--- config.mk ---
export PLATFORM = sky130hd
export DESIGN_NAME = bmsc_core
export DESIGN_NICKNAME = d
export VERILOG_FILES = /design/src/bmsc_pkg.sv /design/src/bmsc_pair_timer.sv /design/src/bmsc_core.sv
export VERILOG_INCLUDE_DIRS = /design/src
export SDC_FILE = /design/constraint.sdc
export NUM_CORES = 1
export LEC_CHECK = 0
export ABC_AREA = 1
export BUFFER_PORTS_ARGS = -buffer_cell sky130_fd_sc_hd__buf_2
export CAP_MARGIN = 20
export CORE_UTILIZATION = 51
export DETAILED_ROUTE_END_ITERATION = 8
export PLACE_DENSITY = 0.82
export SYNTH_ARGS = -nofsm -noshare
export SYNTH_HDL_FRONTEND = slang
export SYNTH_HIERARCHICAL = 1
export SYNTH_SLANG_ARGS = --single-unit
--- constraint.sdc ---
create_clock -name I_CLK_SYS -period 5.9 [get_ports I_CLK_SYS]
set_clock_uncertainty 0.1 [all_clocks]
set_input_delay 0.885 -clock I_CLK_SYS [delete_from_list [all_inputs] [get_ports I_CLK_SYS]]
set_output_delay 0.885 -clock I_CLK_SYS [all_outputs]
set_load 0.02 [all_outputs]
--- src/bmsc_params.svh ---
`ifndef BMSC_PARAMS_SVH
`define BMSC_PARAMS_SVH
// Notes on behaviour
// - An enabled source with its raw flag high sets its latched alarm bit.
// - Switch state bit 6 reads one while the alert output is asserted.
// - Switch state bits 3..0 show predischarge, discharge, precharge, charge.
// - 0x000F twice in a row within 4 s enters deep rest; 0x000E leaves it.
// - 0x0010 starts shutdown; locked it needs two in 4 s, two unlocked skip delays.
// - 0x0030 locks; locked, reset, switch tests, mfg toggles and config entry are ignored.
// - In test mode 0x001C/1E/1F/20 toggle predischarge, precharge, charge, discharge.
// - 0x0022 toggles firmware switch control, where zero means switch test mode.
// - 0x0024 toggles the permanent fault check enable.
// - 0x0082 clears accumulated charge and its timer, restarting charge at half a unit.
// - 0x008A triggers precharge timeout recovery and restarts any running precharge timer.
// - 0x0090 enters config edit if unlocked; 0x0092 leaves, clears power-on, watchdog.
// - 0x0093 blocks discharge drivers, 0x0094 charge drivers, 0x0095 all four drivers.
// - 0x0096 clears every driver block left by the three driver-off codes.
// - Sleep allowed loads a default, then 0x0099 allows and 0x009A forbids sleep.

// ------------------------------------------------------------
// Command codes
// ------------------------------------------------------------
`define BMSC_LEAVE_DEEP_REST      16'h000e
`define BMSC_ENTER_DEEP_REST      16'h000f
`define BMSC_SHUTDOWN             16'h0010
`define BMSC_DEVICE_RESET         16'h0012
`define BMSC_PREDISCHARGE_TEST    16'h001c
`define BMSC_PRECHARGE_TEST       16'h001e
`define BMSC_CHARGE_TEST          16'h001f
`define BMSC_DISCHARGE_TEST       16'h0020
`define BMSC_SWITCH_CTRL_TOGGLE   16'h0022
`define BMSC_PERMFAULT_TOGGLE     16'h0024
`define BMSC_LOCK_ACCESS          16'h0030
`define BMSC_CLEAR_CHARGE         16'h0082
`define BMSC_PRECHARGE_RECOVERY   16'h008a
`define BMSC_ENTER_CONFIG         16'h0090
`define BMSC_LEAVE_CONFIG         16'h0092
`define BMSC_DISCHARGE_OFF        16'h0093
`define BMSC_CHARGE_OFF           16'h0094
`define BMSC_EVERY_OFF            16'h0095
`define BMSC_RELEASE_BLOCKS       16'h0096
`define BMSC_SLEEP_ALLOW          16'h0099
`define BMSC_SLEEP_FORBID         16'h009a

// ------------------------------------------------------------
// Register fields and timing
// ------------------------------------------------------------
`define BMSC_ALERT_BIT            6
`define BMSC_PAIR_WINDOW_MS       4000
`define BMSC_CLK_KHZ              25000
`define BMSC_PAIR_WINDOW_CYC      (`BMSC_PAIR_WINDOW_MS * `BMSC_CLK_KHZ)
// Half of one user charge unit in the accumulator's fixed point
`define BMSC_CHARGE_HALF          32'h0000_8000
`endif

--- src/bmsc_pkg.sv ---
package bmsc_pkg;
    // Switch order matches the status register bits 3..0
    typedef struct packed {
        logic predischarge;
        logic discharge;
        logic precharge;
        logic charge;
    } bmsc_switch_t;

    // One-cycle pulses toward the rest of the monitor
    typedef struct packed {
        logic enter_deep_rest;
        logic leave_deep_rest;
        logic shutdown_start;
        logic shutdown_fast;
        logic device_reset;
        logic clear_accumulated_charge;
        logic precharge_timeout_recovery;
        logic clear_boot_flags;
    } bmsc_pulse_t;

    typedef enum logic [1:0] {
        BMSC_PAIR_NONE,
        BMSC_PAIR_DEEP,
        BMSC_PAIR_SHUT
    } bmsc_pair_t;
endpackage

--- src/bmsc_pair_timer.sv ---
`timescale 1ns/1ns
// Counts down the window in which the second half of a pair must arrive
module bmsc_pair_timer #(
    parameter int WINDOW_CYC = 100000000
) (
    input  wire logic I_CLK_SYS,  // System clock
    input  wire logic I_SYS_RST,  // Sync reset
    input  wire logic i_ce,       // Clock enable
    input  wire logic i_start,    // Open the window
    input  wire logic i_stop,     // Close the window
    output logic      o_open      // Window still running
);
    localparam int CW = $clog2(WINDOW_CYC + 1);
    logic [CW-1:0] cnt_r;

    initial begin
        if (WINDOW_CYC < 1) $error("WINDOW_CYC must be positive");
    end

    always_ff @(posedge I_CLK_SYS) begin
        if (I_SYS_RST) begin
            cnt_r <= '0;
        end else if (i_ce) begin
            if (i_start) begin
                cnt_r <= CW'(WINDOW_CYC);
            end else if (i_stop) begin
                cnt_r <= '0;
            end else if (cnt_r != '0) begin
                cnt_r <= cnt_r - CW'(1);
            end
        end
    end

    assign o_open = (cnt_r != '0);
endmodule

--- src/bmsc_core.sv ---
`timescale 1ns/1ns
`include "bmsc_params.svh"
// Subcommand decoder, alarm latch and switch status
module bmsc_core #(
    parameter int PAIR_WINDOW_CYC = `BMSC_PAIR_WINDOW_CYC
) (
    input  wire logic                  I_CLK_SYS,          // System clock
    input  wire logic                  I_SYS_RST,          // Sync reset, high
    input  wire logic                  I_CE,               // Clock enable
    input  wire logic                  I_CMD_VALID,        // Subcommand strobe
    input  wire logic [15:0]           I_CMD_CODE,         // Subcommand code
    input  wire logic                  I_OTHER_WRITE,      // Any other host write
    input  wire logic [15:0]           I_ALARM_RAW,        // Unlatched alarm flags
    input  wire logic [15:0]           I_ALARM_CLR,        // Host clear, one per bit
    input  wire logic                  I_MASK_WE,          // Mask write strobe
    input  wire logic [15:0]           I_MASK_WDATA,       // Mask write data
    input  wire logic [15:0]           I_MASK_DEFAULT,     // Mask default from memory
    input  wire logic                  I_SLEEP_DEFAULT,    // Sleep default from memory
    input  wire logic                  I_DEFAULTS_LOAD,    // Load both defaults
    input  wire logic                  I_ALERT_PIN,        // Alert pin level (async)
    input  wire bmsc_pkg::bmsc_switch_t I_SWITCH_ON,       // Switch states (async)
    output logic [15:0]                O_ALARM_MASK,       // Alarm latch mask
    output logic [15:0]                O_ALARM_STATUS,     // Latched alarms
    output logic [7:0]                 O_SWITCH_STATE,     // Switch and alert state
    output bmsc_pkg::bmsc_switch_t     O_DRIVER_BLOCK,     // Drivers held off
    output bmsc_pkg::bmsc_switch_t     O_TEST_ENABLE,      // Test-mode switch enables
    output logic                       O_LOCKED,           // Locked access level
    output logic                       O_FW_SWITCH_CTRL,   // 1 firmware, 0 test mode
    output logic                       O_PERMFAULT_ON,     // Permfault check on
    output logic                       O_CONFIG_EDIT,      // Config edit mode
    output logic                       O_SLEEP_ALLOWED,    // Sleep allowed
    output logic                       O_DEEP_REST,        // Deep rest requested
    output bmsc_pkg::bmsc_pulse_t      O_PULSE,            // One-cycle actions
    output logic [31:0]                O_CHARGE_RESTART    // Charge restart value
);
    import bmsc_pkg::*;

    initial begin
        if (PAIR_WINDOW_CYC < 1) $error("PAIR_WINDOW_CYC must be positive");
    end

    // ------------------------------------------------------------
    // Pin synchronisers
    // ------------------------------------------------------------
    logic         alert_s1_r;
    logic         alert_s2_r;
    bmsc_switch_t sw_s1_r;
    bmsc_switch_t sw_s2_r;

    // The alert pin and switch sense lines are outside this clock
    always_ff @(posedge I_CLK_SYS) begin
        if (I_SYS_RST) begin
            alert_s1_r <= 1'b0;
            alert_s2_r <= 1'b0;
            sw_s1_r    <= '0;
            sw_s2_r    <= '0;
        end else if (I_CE) begin
            alert_s1_r <= I_ALERT_PIN;
            alert_s2_r <= alert_s1_r;
            sw_s1_r    <= I_SWITCH_ON;
            sw_s2_r    <= sw_s1_r;
        end
    end

    // Status register, reserved bits read zero
    always_ff @(posedge I_CLK_SYS) begin
        if (I_SYS_RST) begin
            O_SWITCH_STATE <= 8'h00;
        end else if (I_CE) begin
            O_SWITCH_STATE                  <= 8'h00;
            O_SWITCH_STATE[`BMSC_ALERT_BIT] <= alert_s2_r;
            O_SWITCH_STATE[3:0]             <= sw_s2_r;
        end
    end

    // ------------------------------------------------------------
    // Alarm mask and latch
    // ------------------------------------------------------------
    always_ff @(posedge I_CLK_SYS) begin
        if (I_SYS_RST) begin
            O_ALARM_MASK <= 16'h0000;
        end else if (I_CE) begin
            if (I_DEFAULTS_LOAD) begin
                O_ALARM_MASK <= I_MASK_DEFAULT;
            end else if (I_MASK_WE) begin
                O_ALARM_MASK <= I_MASK_WDATA;
            end
        end
    end

    // A new raw event wins over a clear in the same cycle
    always_ff @(posedge I_CLK_SYS) begin
        if (I_SYS_RST) begin
            O_ALARM_STATUS <= 16'h0000;
        end else if (I_CE) begin
            O_ALARM_STATUS <= (O_ALARM_STATUS & ~I_ALARM_CLR)
                            | (I_ALARM_RAW & O_ALARM_MASK);
        end
    end

    // ------------------------------------------------------------
    // Decode
    // ------------------------------------------------------------
    logic       cmd;
    logic       pair_open;
    bmsc_pair_t pair_r;
    logic       deep_second;
    logic       shut_second;
    logic       pair_start;
    logic       pair_stop;

    assign cmd         = I_CMD_VALID;
    assign deep_second = cmd && I_CMD_CODE == `BMSC_ENTER_DEEP_REST
                         && pair_r == BMSC_PAIR_DEEP && pair_open;
    assign shut_second = cmd && I_CMD_CODE == `BMSC_SHUTDOWN
                         && pair_r == BMSC_PAIR_SHUT && pair_open;
    // A first half opens the window; anything else closes it
    assign pair_start  = cmd && !deep_second && !shut_second
                         && (I_CMD_CODE == `BMSC_ENTER_DEEP_REST
                             || I_CMD_CODE == `BMSC_SHUTDOWN);
    assign pair_stop   = (cmd && !pair_start) || I_OTHER_WRITE;

    bmsc_pair_timer #(
        .WINDOW_CYC (PAIR_WINDOW_CYC)
    ) u_pair_timer (
        .I_CLK_SYS (I_CLK_SYS),
        .I_SYS_RST (I_SYS_RST),
        .i_ce      (I_CE),
        .i_start   (pair_start),
        .i_stop    (pair_stop),
        .o_open    (pair_open)
    );

    // Remember which pair the open window belongs to
    always_ff @(posedge I_CLK_SYS) begin
        if (I_SYS_RST) begin
            pair_r <= BMSC_PAIR_NONE;
        end else if (I_CE) begin
            if (pair_start) begin
                pair_r <= (I_CMD_CODE == `BMSC_SHUTDOWN) ? BMSC_PAIR_SHUT : BMSC_PAIR_DEEP;
            end else if (pair_stop) begin
                pair_r <= BMSC_PAIR_NONE;
            end
        end
    end

    // ------------------------------------------------------------
    // Access level and mode bits
    // ------------------------------------------------------------
    logic unlocked_cmd;
    logic test_cmd;
    assign unlocked_cmd = cmd && !O_LOCKED;
    assign test_cmd     = unlocked_cmd && !O_FW_SWITCH_CTRL;

    // Lock has no unlock path here; unlocking belongs to the key logic
    always_ff @(posedge I_CLK_SYS) begin
        if (I_SYS_RST) begin
            O_LOCKED <= 1'b0;
        end else if (I_CE && cmd && I_CMD_CODE == `BMSC_LOCK_ACCESS) begin
            O_LOCKED <= 1'b1;
        end
    end

    // Manufacturing toggles
    always_ff @(posedge I_CLK_SYS) begin
        if (I_SYS_RST) begin
            O_FW_SWITCH_CTRL <= 1'b1;
            O_PERMFAULT_ON   <= 1'b0;
        end else if (I_CE && unlocked_cmd) begin
            if (I_CMD_CODE == `BMSC_SWITCH_CTRL_TOGGLE) begin
                O_FW_SWITCH_CTRL <= !O_FW_SWITCH_CTRL;
            end
            if (I_CMD_CODE == `BMSC_PERMFAULT_TOGGLE) begin
                O_PERMFAULT_ON <= !O_PERMFAULT_ON;
            end
        end
    end

    // Test enables toggle only in switch test mode
    always_ff @(posedge I_CLK_SYS) begin
        if (I_SYS_RST) begin
            O_TEST_ENABLE <= '0;
        end else if (I_CE && test_cmd) begin
            unique case (I_CMD_CODE)
                `BMSC_PREDISCHARGE_TEST: begin
                    O_TEST_ENABLE.predischarge <= !O_TEST_ENABLE.predischarge;
                end
                `BMSC_PRECHARGE_TEST: begin
                    O_TEST_ENABLE.precharge <= !O_TEST_ENABLE.precharge;
                end
                `BMSC_CHARGE_TEST: begin
                    O_TEST_ENABLE.charge <= !O_TEST_ENABLE.charge;
                end
                `BMSC_DISCHARGE_TEST: begin
                    O_TEST_ENABLE.discharge <= !O_TEST_ENABLE.discharge;
                end
                default: begin
                end
            endcase
        end
    end

    // Config edit mode
    always_ff @(posedge I_CLK_SYS) begin
        if (I_SYS_RST) begin
            O_CONFIG_EDIT <= 1'b0;
        end else if (I_CE) begin
            if (unlocked_cmd && I_CMD_CODE == `BMSC_ENTER_CONFIG) begin
                O_CONFIG_EDIT <= 1'b1;
            end else if (cmd && I_CMD_CODE == `BMSC_LEAVE_CONFIG) begin
                O_CONFIG_EDIT <= 1'b0;
            end
        end
    end

    // Driver blocks accumulate until released
    always_ff @(posedge I_CLK_SYS) begin
        if (I_SYS_RST) begin
            O_DRIVER_BLOCK <= '0;
        end else if (I_CE && cmd) begin
            unique case (I_CMD_CODE)
                `BMSC_DISCHARGE_OFF: begin
                    O_DRIVER_BLOCK.discharge    <= 1'b1;
                    O_DRIVER_BLOCK.predischarge <= 1'b1;
                end
                `BMSC_CHARGE_OFF: begin
                    O_DRIVER_BLOCK.charge    <= 1'b1;
                    O_DRIVER_BLOCK.precharge <= 1'b1;
                end
                `BMSC_EVERY_OFF: begin
                    O_DRIVER_BLOCK <= '1;
                end
                `BMSC_RELEASE_BLOCKS: begin
                    O_DRIVER_BLOCK <= '0;
                end
                default: begin
                end
            endcase
        end
    end

    // Sleep allowed, default from memory then commands
    always_ff @(posedge I_CLK_SYS) begin
        if (I_SYS_RST) begin
            O_SLEEP_ALLOWED <= 1'b0;
        end else if (I_CE) begin
            if (I_DEFAULTS_LOAD) begin
                O_SLEEP_ALLOWED <= I_SLEEP_DEFAULT;
            end else if (cmd && I_CMD_CODE == `BMSC_SLEEP_ALLOW) begin
                O_SLEEP_ALLOWED <= 1'b1;
            end else if (cmd && I_CMD_CODE == `BMSC_SLEEP_FORBID) begin
                O_SLEEP_ALLOWED <= 1'b0;
            end
        end
    end

    // Deep rest state
    always_ff @(posedge I_CLK_SYS) begin
        if (I_SYS_RST) begin
            O_DEEP_REST <= 1'b0;
        end else if (I_CE) begin
            if (deep_second) begin
                O_DEEP_REST <= 1'b1;
            end else if (cmd && I_CMD_CODE == `BMSC_LEAVE_DEEP_REST) begin
                O_DEEP_REST <= 1'b0;
            end
        end
    end

    // ------------------------------------------------------------
    // One-cycle action pulses
    // ------------------------------------------------------------
    always_ff @(posedge I_CLK_SYS) begin
        if (I_SYS_RST) begin
            O_PULSE          <= '0;
            O_CHARGE_RESTART <= 32'h0000_0000;
        end else if (I_CE) begin
            O_PULSE                 <= '0;
            O_PULSE.enter_deep_rest <= deep_second;
            O_PULSE.leave_deep_rest <= cmd && I_CMD_CODE == `BMSC_LEAVE_DEEP_REST;
            // Unlocked: one code starts; a second one skips delays
            O_PULSE.shutdown_start  <= (shut_second
                                        || (unlocked_cmd && pair_start
                                            && I_CMD_CODE == `BMSC_SHUTDOWN));
            O_PULSE.shutdown_fast   <= shut_second && !O_LOCKED;
            O_PULSE.device_reset    <= unlocked_cmd && I_CMD_CODE == `BMSC_DEVICE_RESET;
            O_PULSE.clear_accumulated_charge <= cmd && I_CMD_CODE == `BMSC_CLEAR_CHARGE;
            O_PULSE.precharge_timeout_recovery
                <= cmd && I_CMD_CODE == `BMSC_PRECHARGE_RECOVERY;
            O_PULSE.clear_boot_flags <= cmd && I_CMD_CODE == `BMSC_LEAVE_CONFIG;
            if (cmd && I_CMD_CODE == `BMSC_CLEAR_CHARGE) begin
                O_CHARGE_RESTART <= `BMSC_CHARGE_HALF;
            end
        end
    end
endmodule

; ---- After elaboration in Yosys (flattened, before gate mapping)
; Index checks and enable logic that the tools add are counted.
[totals]
inputBits = 93
wordCells = 149
out_inout_bits = 94
register_bits = 99
[classes]
bitwise = 4
n_reduce_logical = 66
addsub = 1
n_mux = 17
n_eq_ne = 23
[ops]
columns = op, n
row1 = 16-bit by 8-bit equality test with 1-bit output (second input constant), 10
row2 = 27-bit two-way mux, 3
row3 = 16-bit by 5-bit equality test with 1-bit output (second input constant), 5
row4 = 16-bit by 6-bit equality test with 1-bit output (second input constant), 4
row5 = 16-bit bitwise AND, 2
row6 = 16-bit by 4-bit equality test with 1-bit output (second input constant), 2
row7 = 16-bit two-way mux, 2
row8 = 2-bit AND reduction, 15
row9 = 1-bit logical AND, 27
row10 = 27-bit nonzero test, 1
row11 = 27-bit by 1-bit subtractor with 27-bit output (second input constant), 1
row12 = 16-bit NOT, 1
row13 = 16-bit bitwise OR, 1
row14 = 2-bit nonzero test, 6
row15 = 1-bit zero test, 10
row16 = 2-bit one-hot mux with 2 select lines, 2
row17 = 1-bit two-way mux, 7
row18 = 2-bit two-way mux, 3
row19 = 3-bit nonzero test, 2
row20 = 2-bit OR reduction, 2
row21 = 1-bit logical OR, 3
row22 = 2-bit by 1-bit equality test with 1-bit output (second input constant), 1
row23 = 2-bit equality test (second input constant), 1

; ---- Logic depth before layout (Yosys ltp)
; Gate-level depths: netlist of the first run.
[logic_depth]
ltp_word = 13
mapped_depth = 22

; ---- Modules after synthesis
; Netlist of the first run, hierarchy kept.
[modules_own_cells]
columns = mod, cells_each, instances, seq_area_each_um2, area_each_um2
row1 = bmsc_core, 474, 1, 1401.3, 3349.5
row2 = bmsc_pair_timer, 349, 1, 540.5, 1930.6

; ---- Worst setup path after synthesis of the first run
; No wires, ideal clock.
[synth_path]
path_kind = input port to flip-flop
from = input I_CMD_CODE[0]
to = register u_pair_timer.cnt_r[11]
slack_ns = 3.111
arrival_time_ns = 2.575
t_required_ns = 5.687
path_stages = 14
path_cell_list = nor2_1 nand2_1 nor2_4 nand3_1 nand2_1 nor2_2 o21ai_0 clkbuf_1 nor2_1 nand3_4 buf_2 nand3_1 nor2_1 nor2_1
[synth_between]
elab_chain_cells = 13
[synth_lines]
columns = item, line
row1 = from (decl), bmsc_core.sv:11  ; input wire logic [15:0] I_CMD_CODE,
row2 = 16-bit by 4-bit equality test with 1-bit output (no line), --
row3 = 1-bit logical AND (no line), --
row4 = 1-bit logical AND (2 in a row), bmsc_core.sv:113  ; assign deep_second = cmd && I_CMD_CODE == `BMSC_ENTER_DEEP_REST
row5 = 1-bit zero test, bmsc_core.sv:118  ; assign pair_start = cmd && !deep_second && !shut_second
row6 = 1-bit logical AND (2 in a row), bmsc_core.sv:118
row7 = 1-bit logical AND (*), bmsc_core.sv:118
row8 = 1-bit zero test (*), bmsc_core.sv:121  ; assign pair_stop = (cmd && !pair_start) || I_OTHER_WRITE;
row9 = 1-bit logical AND (*), bmsc_core.sv:121
row10 = 1-bit logical OR (*), bmsc_core.sv:121
row11 = named net pair_stop, bmsc_core.sv:110  ; logic pair_stop;
row12 = 3-bit nonzero test (no line) or 27-bit two-way mux (tied branches), --
row13 = 2-bit AND reduction (no line) or 27-bit two-way mux (tied branches), --
row14 = to (signal assigned), bmsc_pair_timer.sv:25  ; cnt_r <= CW'(WINDOW_CYC);
row15 = to (signal assigned), bmsc_pair_timer.sv:29  ; cnt_r <= cnt_r - CW'(1);
row16 = to (decl), bmsc_pair_timer.sv:14  ; logic [CW-1:0] cnt_r;
; Mark *: on every way through the listed nets, which the timed path passes. The rest lies on a longest branch.
; A chain may end at the register's enable or synchronous reset.

; ---- Worst setup path after layout of the first run
[layout_path]
from = register u_pair_timer.cnt_r[0]
to = register u_pair_timer.cnt_r[15]
[layout_between]
elab_chain_cells = 11
[layout_lines]
columns = item, line
row1 = 27-bit nonzero test (*), bmsc_pair_timer.sv:34  ; assign o_open = (cnt_r != '0);
row2 = named net pair_open, bmsc_core.sv:105  ; logic pair_open;
row3 = 1-bit logical AND, bmsc_core.sv:113
row4 = 1-bit zero test, bmsc_core.sv:118
row5 = 1-bit logical AND, bmsc_core.sv:118
row6 = 1-bit logical AND (*) (2 in a row), bmsc_core.sv:118
row7 = named net pair_start, bmsc_core.sv:109  ; logic pair_start;
row8 = 1-bit zero test, bmsc_core.sv:121
row9 = 1-bit logical AND, bmsc_core.sv:121
row10 = 1-bit logical OR, bmsc_core.sv:121
row11 = 3-bit nonzero test (no line) or 27-bit two-way mux (tied branches), --
row12 = 2-bit AND reduction (no line) or 27-bit two-way mux (tied branches), --
; Mark *: on every way through the listed nets, which the timed path passes. The rest lies on a longest branch. The select of a mux whose other input is x is not followed.

==> flow_summary.toml, run 1 <==
[power_and_ir_drop]
switching_share = 0.346
ir_drop_v = 0.000157
p_seq_frac = 0.483
combPwrFrac = 0.218
clockPowerShare = 0.299
power_uw = 1470
switchingPower_uw = 508
leakage_uw = 0.00313
power_density_nw_per_um2 = 239
power.internal_uw = 960

[critical_path]
start_kind = "flip-flop"
required_ps = 6080
end_kind = "flip-flop"
r2r-start = "u_pair_timer/cnt_r[0]$_SDFFE_PP0P_"
path_class = "reg -> reg"
critPathLaunch = "u_pair_timer/cnt_r[0]$_SDFFE_PP0P_"
critPathMaxFanout = 12
cp_data_arrival_time_ps = 3720
ff2ff_path_depth = 19

[synthesis]
synth_seq_cells = 97
synth_flop_cell = "dfxtp_1"
synthTopCellsByCount = "nand2_1 (206), nor2_1 (160), dfxtp_1 (97)"
ys_warn_count = 6
synth_top_area_share = 0.368
yosysSeqAreaShare = 0.368
synthTopCellsByArea = "dfxtp_1 (37%), nand2_1 (15%), nor2_1 (11%), nand3_1 (5.7%), buf_4 (5.4%)"
syn_inst = 823
synth.avg_cell_area_um2 = 6.42
ys_types = 38
syn_area_um2 = 5280
synth_top_cell_by_area = "dfxtp_1"
yosysMostFrequentCell = "nand2_1"
synth_edf_count = 0
async_reset_ff_frac = 0

[clock_network]
clockBufferDepth = 2
tritoncts = "built"
clockRootBuffer = "clkbuf_8"
hold_buffers = 0
htree_levels = 3
cts_setup_buffers = 0
clk_pin_slew_ps = 110
cts_buffers = 9
insertion_delay_ps = 370
ctsResizeCount = 0
cts_num_sinks = 97

[timing]
fin_setup_tns_ps = 0
setup_violations = 0
fin_crit_ps = 3540
period_share = 0.599
hold_viol = 0
tightest_slew_ps = 998
rsz0062_at_grt = "no"
fmaxAchievable_ghz = 0.283
final_max_slew_viol_count = 0
relSlewSlack = 0.334

[outcome]
status = "complete, no violations"

[detailed_routing]
vias = 5402
dr.pass1.iters = 5
wl_per_cell_um = 12.3
drt_iter0_drc = 340
ant_nets = 0
drc_errors = 0
drt_wl_total_um = 13400
vias_per_cell = 4.94

[floorplan]
core_um2 = 9910
die_h_um = 104
row_count = 36
io_pins = 187
dieArea_um2 = 10800
initial_core_util = 0.533
die_w_um = 104

[min_path]
worstHoldStart = "O_CHARGE_RESTART[15]$_SDFFE_PP0P_"
whs_path_depth = 2
hold_class = "reg -> reg"

[global_routing]
gr-total-overflow = 0
antenna_found_initial = 0
grt_pass1_wl_um = 22400
grt_pass1_vias = 4867
grt_max_degree = 44
grt_usage = 0.253

[finish]
nets = 1049
synthToLayoutAreaGrowth_pct = 16.5
fin_cells = 1093
drive_gt1_frac = 0.211
diodes = 0

[place]
hpwl_um = 10000
io_buffers = 152
gp_congestion = 0.898
place_inst = 1076

[job]
drv_cap = 0
per-layer routing:
metal | up-vias | wire (µm) | GRT usage
met5 | - | 0 | 0
met4 | 0 | 247 | 0.0673
met3 | 20 | 826 | 0.0629
met2 | 182 | 6530 | 0.442
met1 | 2400 | 5840 | 0.310
li1 | 2800 | - | -
worst max-delay path, stage by stage (launching register included):
cell and delay (ps):
dfxtp_1 340, inv_1 90, ha_1 240, nand2_2 120, nor2_4 170, nand3_1 150
nor2_1 120, inv_1 110, nand2_1 100, nor3_1 50, nand3_1 100, nand2_1 90
inv_1 80, nand2_1 50, a21oi_1 550, nor2_1 220, nand3_4 240, nand3b_2 270
nor2_1 200, nor2_1 50
placed cells by master (no fill, tap or decap), types with 3 or more instances in the layout:
master,count
a31oi_1,17
dfxtp_1,97
a21oi_1,41
nor2_1,160
a21oi_2,3
conb_1,34
nand2_2,6
nor3_1,5
nand4_1,10
nand2_1,206
buf_4,3
buf_2,152
nor2_2,8
nand3_1,60
clkbuf_8,9
inv_1,68
o21ai_0,40
inv_2,4
inv_6,3
nor2_4,5
xor2_1,5
path summary, 6_finish.rpt:
| kind | end | slack [ps] |
|---|---|---|
| max | u_pair_timer/cnt_r[15]$_SDFFE_PP0P_ | 2360 |
| min | O_CHARGE_RESTART[15]$_SDFFE_PP0P_ | 360 |
| max reg2reg | u_pair_timer/cnt_r[15]$_SDFFE_PP0P_ | 2360 |
| min reg2reg | O_CHARGE_RESTART[15]$_SDFFE_PP0P_ | 360 |
per-stage QoR:
stage	utilization	hold slack [ps]	setup WS, ps	instance area (µm²)
after global routing	0.621	376	1960	6150
after global placement	0.599	339	2060	5940
after floorplan	-	349	3110	5400
after detailed placement	0.599	344	1920	5940
final	0.621	360	2360	6150
after CTS	0.620	360	2030	6140
cell families (layout without fill, tap and decap cells):
| group | after synthesis | count (layout) | synth area share |
|---|---|---|---|
| simple gates | 472 | 472 | 0.382 |
| fa+ha+maj | 1 | 1 | 0.00237 |
| compound gates | 105 | 105 | 0.107 |
| other cells | 1 | 34 | 0.000710 |
| xor+xnor | 6 | 6 | 0.00995 |
| flops | 97 | 97 | 0.368 |
| buf+inv | 141 | 245 | 0.130 |
registers in the layout, summed over array words and instances, names as in the netlist:
| signal | flops |
|---|---|
| alert_s2_r | 1 |
| O_CHARGE_RESTART | 1 |
| sw_s1_r | 4 |
| u_pair_timer/cnt_r | 27 |
| O_LOCKED | 1 |
| sw_s2_r | 4 |
| O_DEEP_REST | 1 |
| alert_s1_r | 1 |
| O_PULSE | 8 |
| O_ALARM_STATUS | 16 |
| O_FW_SWITCH_CTRL | 1 |
| O_CONFIG_EDIT | 1 |
| O_SWITCH_STATE | 5 |
| O_TEST_ENABLE | 4 |
| O_DRIVER_BLOCK | 2 |
| O_ALARM_MASK | 16 |
| O_PERMFAULT_ON | 1 |
| pair_r | 2 |
| O_SLEEP_ALLOWED | 1 |
area by class of cell:
type | instances | area (µm²)
flip-flops and latches | 97 | 1940
multi-input cells | 618 | 2770
clock buffers | 9 | 124
well taps | 133 | 166
inverters | 73 | 274
clock inverters | 7 | 78.8
repair buffers | 156 | 791
fillers | 966 | 3760
power by group through the flow:
stage	Combinational, µW	Clock [µW]	Sequential [µW]
after floorplan	229	0	737
after global placement	314	0	724
after detailed placement	316	0	724
after CTS	318	446	709
after global routing	360	475	714
final	320	439	710
Power figures use the tool's default switching activity.
==> run 2: changes to the inputs <==
--- a/config.mk
+++ b/config.mk
@@ -9,9 +9,9 @@
 export ABC_AREA = 1
 export BUFFER_PORTS_ARGS = -buffer_cell sky130_fd_sc_hd__buf_2
 export CAP_MARGIN = 20
-export CORE_UTILIZATION = 51
+export CORE_UTILIZATION = 50
 export DETAILED_ROUTE_END_ITERATION = 8
-export PLACE_DENSITY = 0.82
+export PLACE_DENSITY = 0.8
 export SYNTH_ARGS = -nofsm -noshare
 export SYNTH_HDL_FRONTEND = slang
 export SYNTH_HIERARCHICAL = 1
==> constraint.sdc (replaced) <==
create_clock -name I_CLK_SYS -period 3.4 [get_ports I_CLK_SYS]
set_clock_uncertainty 0.1 [all_clocks]
set_input_delay 0.51 -clock I_CLK_SYS [delete_from_list [all_inputs] [get_ports I_CLK_SYS]]
set_output_delay 0.51 -clock I_CLK_SYS [all_outputs]
set_load 0.02 [all_outputs]
==> run 2 against run 1 <==
Global-route usage down 0.29 points; clock power up 70%; worst setup slack worse by 1900 ps; critical endpoint is now u_pair_timer/cnt_r[18]$_SDFFE_PP0P_; register-to-register slack worse by 1900 ps; hold slack worse by 110 ps; core utilization down 2.2 points; via count up 0.35%; power up 73%; sequential share of layout area unchanged; combinational power up 74%; final area unchanged; routed wire length up 0.85%.
==> flow_summary.toml, run 2 (synthesis results as in run 1) <==
[finish]
synthToLayoutAreaGrowth_pct = 16.5
mostFrequentLayoutCells = "nand2_1 (206), nor2_1 (160), buf_2 (152)"
largest-register = "u_pair_timer/cnt_r"
top_regs = "u_pair_timer/cnt_r x27, O_ALARM_MASK x16, O_ALARM_STATUS x16"
mostFrequentLayoutCell = "nand2_1"
nets = 1051
final_util = 0.598
diodes = 0
fill_cells = 1005
largest_reg_flops = 27
drive_gt1_frac = 0.212
fin_cells = 1098

[critical_path]
crit_top_cell = "nand2_1"
end_kind = "flip-flop"
path_buf_inv = 2
critPathSlowestCell = "dfxtp_1"
r2r-start = "u_pair_timer/cnt_r[0]$_SDFFE_PP0P_"
critPathMaxFanout = 19
path_class = "reg -> reg"
path_cells = "inv_1 > ha_1 > nand2_2 > nor2_4 > nand3_1 > nor2_1 > inv_1 > nand2_1 > nor3_1 > nand3_1 > nand2_1 > nor2_2 > o21ai_0 > nor2_1 > nand3_4 > nand2_4 > nand2_1 > nand2_1 > nor2_1"
ff2ff_path_depth = 19
cp_data_arrival_time_ps = 3130
critPathTopFamily = "simple AND/OR/NAND/NOR gates"
r2r-end = "u_pair_timer/cnt_r[18]$_SDFFE_PP0P_"
slowest_delay_ps = 340
start_kind = "flip-flop"
required_ps = 3580
reg2reg_slack_ps = 440

[min_path]
whs_endpoint = "sw_s1_r[0]$_SDFFE_PP0P_"
hold_class = "in -> reg"
whs_path_depth = 3
worstHoldStart = "I_SWITCH_ON[0]"

[clock_network]
tritoncts = "built"
clockBufferDepth = 2
hold_buffers = 0
cts_num_sinks = 97
clk_pin_slew_ps = 110
clockRootBuffer = "clkbuf_8"
cts_setup_buffers = 0
insertion_delay_ps = 370
htree_levels = 3
ctsResizeCount = 0
cts_buffers = 9

[floorplan]
row_count = 37
die_h_um = 105
initial_core_util = 0.514
core_um2 = 10300
die_w_um = 105
io_pins = 187
dieArea_um2 = 11000

[timing]
final_max_slew_viol_count = 0
fin_setup_tns_ps = 0
setup_violations = 0
fmaxAchievable_ghz = 0.338
tightest_slew_ps = 1000
period_share = 0.870
relSlewSlack = 0.329
rsz0062_at_grt = "no"
fin_crit_ps = 2960
hold_viol = 0

[detailed_routing]
drt_wl_total_um = 13600
ant_nets = 0
vias_per_cell = 4.94
drc_errors = 0
drt_iter0_drc = 308
vias = 5421
wl_per_cell_um = 12.3
dr.pass1.iters = 5

[outcome]
status = "complete, no violations"

[global_routing]
grt_usage = 0.250
grt_pass1_wl_um = 22200
gr-total-overflow = 0
antenna_found_initial = 0
grt_pass1_vias = 4840
grt_max_degree = 50

[place]
place_inst = 1082
hpwl_um = 10100
io_buffers = 152
gp_congestion = 0.885

[power_and_ir_drop]
ir_drop_v = 0.000237
leakage_uw = 0.00313
power_density_nw_per_um2 = 412

[job]
drv_cap = 0
-- run 2: changes by cell type in the layout (fill, tap and decap cells not counted) --
cell and change:
clkinv_8 -2, clkbuf_1 +1, inv_8 +1, clkinvlp_4 +1
inv_6 -1, buf_4 +3, clkbuf_4 -1
-- run 2: worst max path at each step --
stage | cells after the start | endpoint | startpoint | slack (ps)
after CTS | 19 | u_pair_timer/cnt_r[21]$_SDFFE_PP0P_ | u_pair_timer/cnt_r[0]$_SDFFE_PP0P_ | 460
after detailed placement | 19 | u_pair_timer/cnt_r[21]$_SDFFE_PP0P_ | u_pair_timer/cnt_r[0]$_SDFFE_PP0P_ | 490
after global routing | 19 | u_pair_timer/cnt_r[21]$_SDFFE_PP0P_ | u_pair_timer/cnt_r[0]$_SDFFE_PP0P_ | 60
after global placement | 19 | u_pair_timer/cnt_r[22]$_SDFFE_PP0P_ | u_pair_timer/cnt_r[0]$_SDFFE_PP0P_ | 570
final | 19 | u_pair_timer/cnt_r[18]$_SDFFE_PP0P_ | u_pair_timer/cnt_r[0]$_SDFFE_PP0P_ | 440
after floorplan | 21 | u_pair_timer/cnt_r[11]$_SDFFE_PP0P_ | u_pair_timer/cnt_r[0]$_SDFFE_PP0P_ | 670
-- run 2: where the power goes --
| group | internal, µW | total [µW] | switching, µW | leakage (µW) |
|---|---|---|---|---|
| Combinational | 183 | 558 | 375 | 0.00224 |
| Sequential | 1190 | 1230 | 41.1 | 0.000794 |
| Clock | 284 | 745 | 461 | 0.0000913 |
| Total | 1660 | 2530 | 877 | 0.00313 |
-- run 2: through the flow --
stage | setup slack [ps] | total power [µW] | area, µm² | hold WS [ps]
finish | 441 | 2530 | 6150 | 250
floorplan | 666 | 1680 | 5400 | 349
global placement | 574 | 1800 | 5970 | 342
global route | 58.7 | 2670 | 6150 | 255
detailed placement | 487 | 1810 | 5970 | 348
CTS | 459 | 2540 | 6150 | 238
-- run 2: cell type report --
type                    instances  area [µm²]  share of cell area
clock buffers                  10         128              0.0208
multi-input cells             618        2770               0.451
inverters                      73         274              0.0446
repair buffers                158         806               0.131
well taps                     136         170              0.0277
flip-flops and latches         97        1940               0.316
clock inverters                 6        56.3             0.00916
-- run 2: per-layer routing --
layer	global-route usage	routed length, µm	vias up
met3	0.0418	808	26
met2	0.442	6610	203
met4	0.0966	281	0
met1	0.303	5860	2386
li1	-	-	2806
met5	0	0	-
-- run 2: worst reg2reg max path, cell delays in order, from the launching register on --
cell	delay [ps]
dfxtp_1	340
inv_1	90
ha_1	220
nand2_2	110
nor2_4	150
nand3_1	130
nor2_1	110
inv_1	80
nand2_1	90
nor3_1	50
nand3_1	90
nand2_1	80
nor2_2	140
o21ai_0	100
nor2_1	290
nand3_4	230
nand2_4	270
nand2_1	90
nand2_1	70
nor2_1	50
==> run 3: changes to the inputs <==
--- a/config.mk
+++ b/config.mk
@@ -12,6 +12,7 @@
 export CORE_UTILIZATION = 50
 export DETAILED_ROUTE_END_ITERATION = 8
 export PLACE_DENSITY = 0.8
+export REMOVE_ABC_BUFFERS = 1
 export SYNTH_ARGS = -nofsm -noshare
 export SYNTH_HDL_FRONTEND = slang
 export SYNTH_HIERARCHICAL = 1
==> run 3 against run 2 <==
Maximum frequency grew 0.20%; hold slack better by 11 ps; worst setup slack improved by 5.8 ps; final area up 0.75%; core utilization rose by 0.45 points; sequential power barely moved; via count about the same; sequential share of layout area shrank 0.24 points; highest routed layer unchanged.
==> flow_summary.toml, run 3 (synthesis results as in run 1) <==
[outcome]
status = "complete, no violations"

[timing]
timing.final.ws_setup_ps = 447
final_max_slew_viol_count = 0
period_share = 0.869
setup_violations = 0
rsz0062_at_grt = "no"
fin_crit_ps = 2950
relSlewSlack = 0.326
fin_setup_tns_ps = 0
hold_viol = 0
tightest_slew_ps = 1010
fmaxAchievable_ghz = 0.339

[floorplan]
die_w_um = 105
io_pins = 187
core_um2 = 10300
initial_core_util = 0.514
die_h_um = 105
row_count = 37
dieArea_um2 = 11000

[finish]
fin_cells = 1098
mostFrequentLayoutCells = "nand2_1 (206), nor2_1 (159), buf_2 (152)"
fin_area_um2 = 6200
drive_gt1_frac = 0.215
multi_input_area_um2 = 2790
fill_cells = 1014
largest_reg_flops = 27
regArea_um2 = 1940
diodes = 0
nets = 1051
synthToLayoutAreaGrowth_pct = 17.3
top_regs = "u_pair_timer/cnt_r x27, O_ALARM_MASK x16, O_ALARM_STATUS x16"
mostFrequentLayoutCell = "nand2_1"
largest-register = "u_pair_timer/cnt_r"

[place]
place_inst = 1082
io_buffers = 152
placed_cell_area_um2 = 5970
place_ws_ps = 465
hpwl_um = 10100
gp_congestion = 0.922

[clock_network]
insertion_delay_ps = 380
ctsResizeCount = 0
hold_buffers = 0
clockRootBuffer = "clkbuf_8"
tritoncts = "built"
clk_pin_slew_ps = 100
cts_num_sinks = 97
cts_setup_buffers = 0
htree_levels = 3
clockBufferDepth = 2
cts_buffers = 9

[power_and_ir_drop]
clockPowerShare = 0.312
power_density_nw_per_um2 = 421
combPwrFrac = 0.215
ir_drop_v = 0.000292
power.internal_uw = 1730
switching_share = 0.336
leakage_uw = 0.00314
switchingPower_uw = 876
p_seq_frac = 0.473

[critical_path]
path_class = "reg -> reg"
path_cells = "inv_1 > ha_1 > nand2_2 > nor2_4 > nand3_1 > nor2_1 > inv_1 > nand2_1 > nor3_1 > nand3_1 > nand2_1 > nor2_2 > o21ai_1 > nor2_1 > nand3_4 > nand2_4 > nand2_1 > nand2_1 > nor2_1"
reg2reg_slack_ps = 450
slowest_delay_ps = 330
start_kind = "flip-flop"
end_kind = "flip-flop"
required_ps = 3560
cp_data_arrival_time_ps = 3110
crit_top_cell = "nand2_1"
critPathMaxFanout = 19
critPathSlowestCell = "dfxtp_1"

[global_routing]
antenna_found_initial = 0
grt_usage = 0.261
grt_pass1_vias = 5087
grt_max_degree = 42
gr-total-overflow = 0
grt_pass1_wl_um = 23200

[job]
drv_cap = 0

[detailed_routing]
drt_iter0_drc = 250
drt_wl_total_um = 13800
drc_errors = 0
dr.pass1.iters = 5
wl_per_cell_um = 12.6
vias = 5416
vias_per_cell = 4.93
ant_nets = 0

[min_path]
hold_class = "in -> reg"
## run 3: worst paths after layout
path,from,to,cells after the start
min,I_SWITCH_ON[2],sw_s1_r[2]$_SDFFE_PP0P_,3
max reg2reg,u_pair_timer/cnt_r[0]$_SDFFE_PP0P_,u_pair_timer/cnt_r[8]$_SDFFE_PP0P_,19
max,u_pair_timer/cnt_r[0]$_SDFFE_PP0P_,u_pair_timer/cnt_r[8]$_SDFFE_PP0P_,19
min reg2reg,O_ALARM_STATUS[6]$_SDFFE_PP0P_,O_ALARM_STATUS[6]$_SDFFE_PP0P_,2
## run 3: area by class of cell
class                   count  share of cell area
multi-input cells         618               0.450
flip-flops and latches     97               0.313
inverters                  73              0.0448
clock inverters             7              0.0147
well taps                 136              0.0275
clock buffers               9              0.0200
repair buffers            158               0.130
## run 3: layer usage
| layer | GRT usage | vias up | share of wire |
|---|---|---|---|
| met5 | 0 | - | 0 |
| met4 | 0.108 | 0 | 0.029 |
| met3 | 0.0555 | 29 | 0.072 |
| met2 | 0.447 | 210 | 0.48 |
| met1 | 0.318 | 2369 | 0.42 |
| li1 | - | 2808 | - |
## run 3: power by group through the flow
stage	sequential, µW	clock (µW)	combinational [µW]
floorplan	1280	0	339
finish	1230	815	561
detailed placement	1260	0	552
global route	1240	879	636
global placement	1260	0	547
CTS	1230	840	555
## run 3: per-stage QoR
step	utilization	total power, µW	hold slack [ps]
CTS	0.601	2630	249
global placement	0.580	1800	335
floorplan	-	1620	349
global route	0.603	2760	267
finish	0.603	2610	262
detailed placement	0.580	1810	347
## run 3: critical path: cells and delay by family (launching register included)
| kind | cells | cell delay [ps] |
|---|---|---|
| AOI/OAI and AO/OA | 1 | 90 |
| adders and majority gates | 1 | 230 |
| buffers and inverters | 2 | 160 |
| DFF | 1 | 330 |
| and+or+nand+nor | 15 | 1920 |
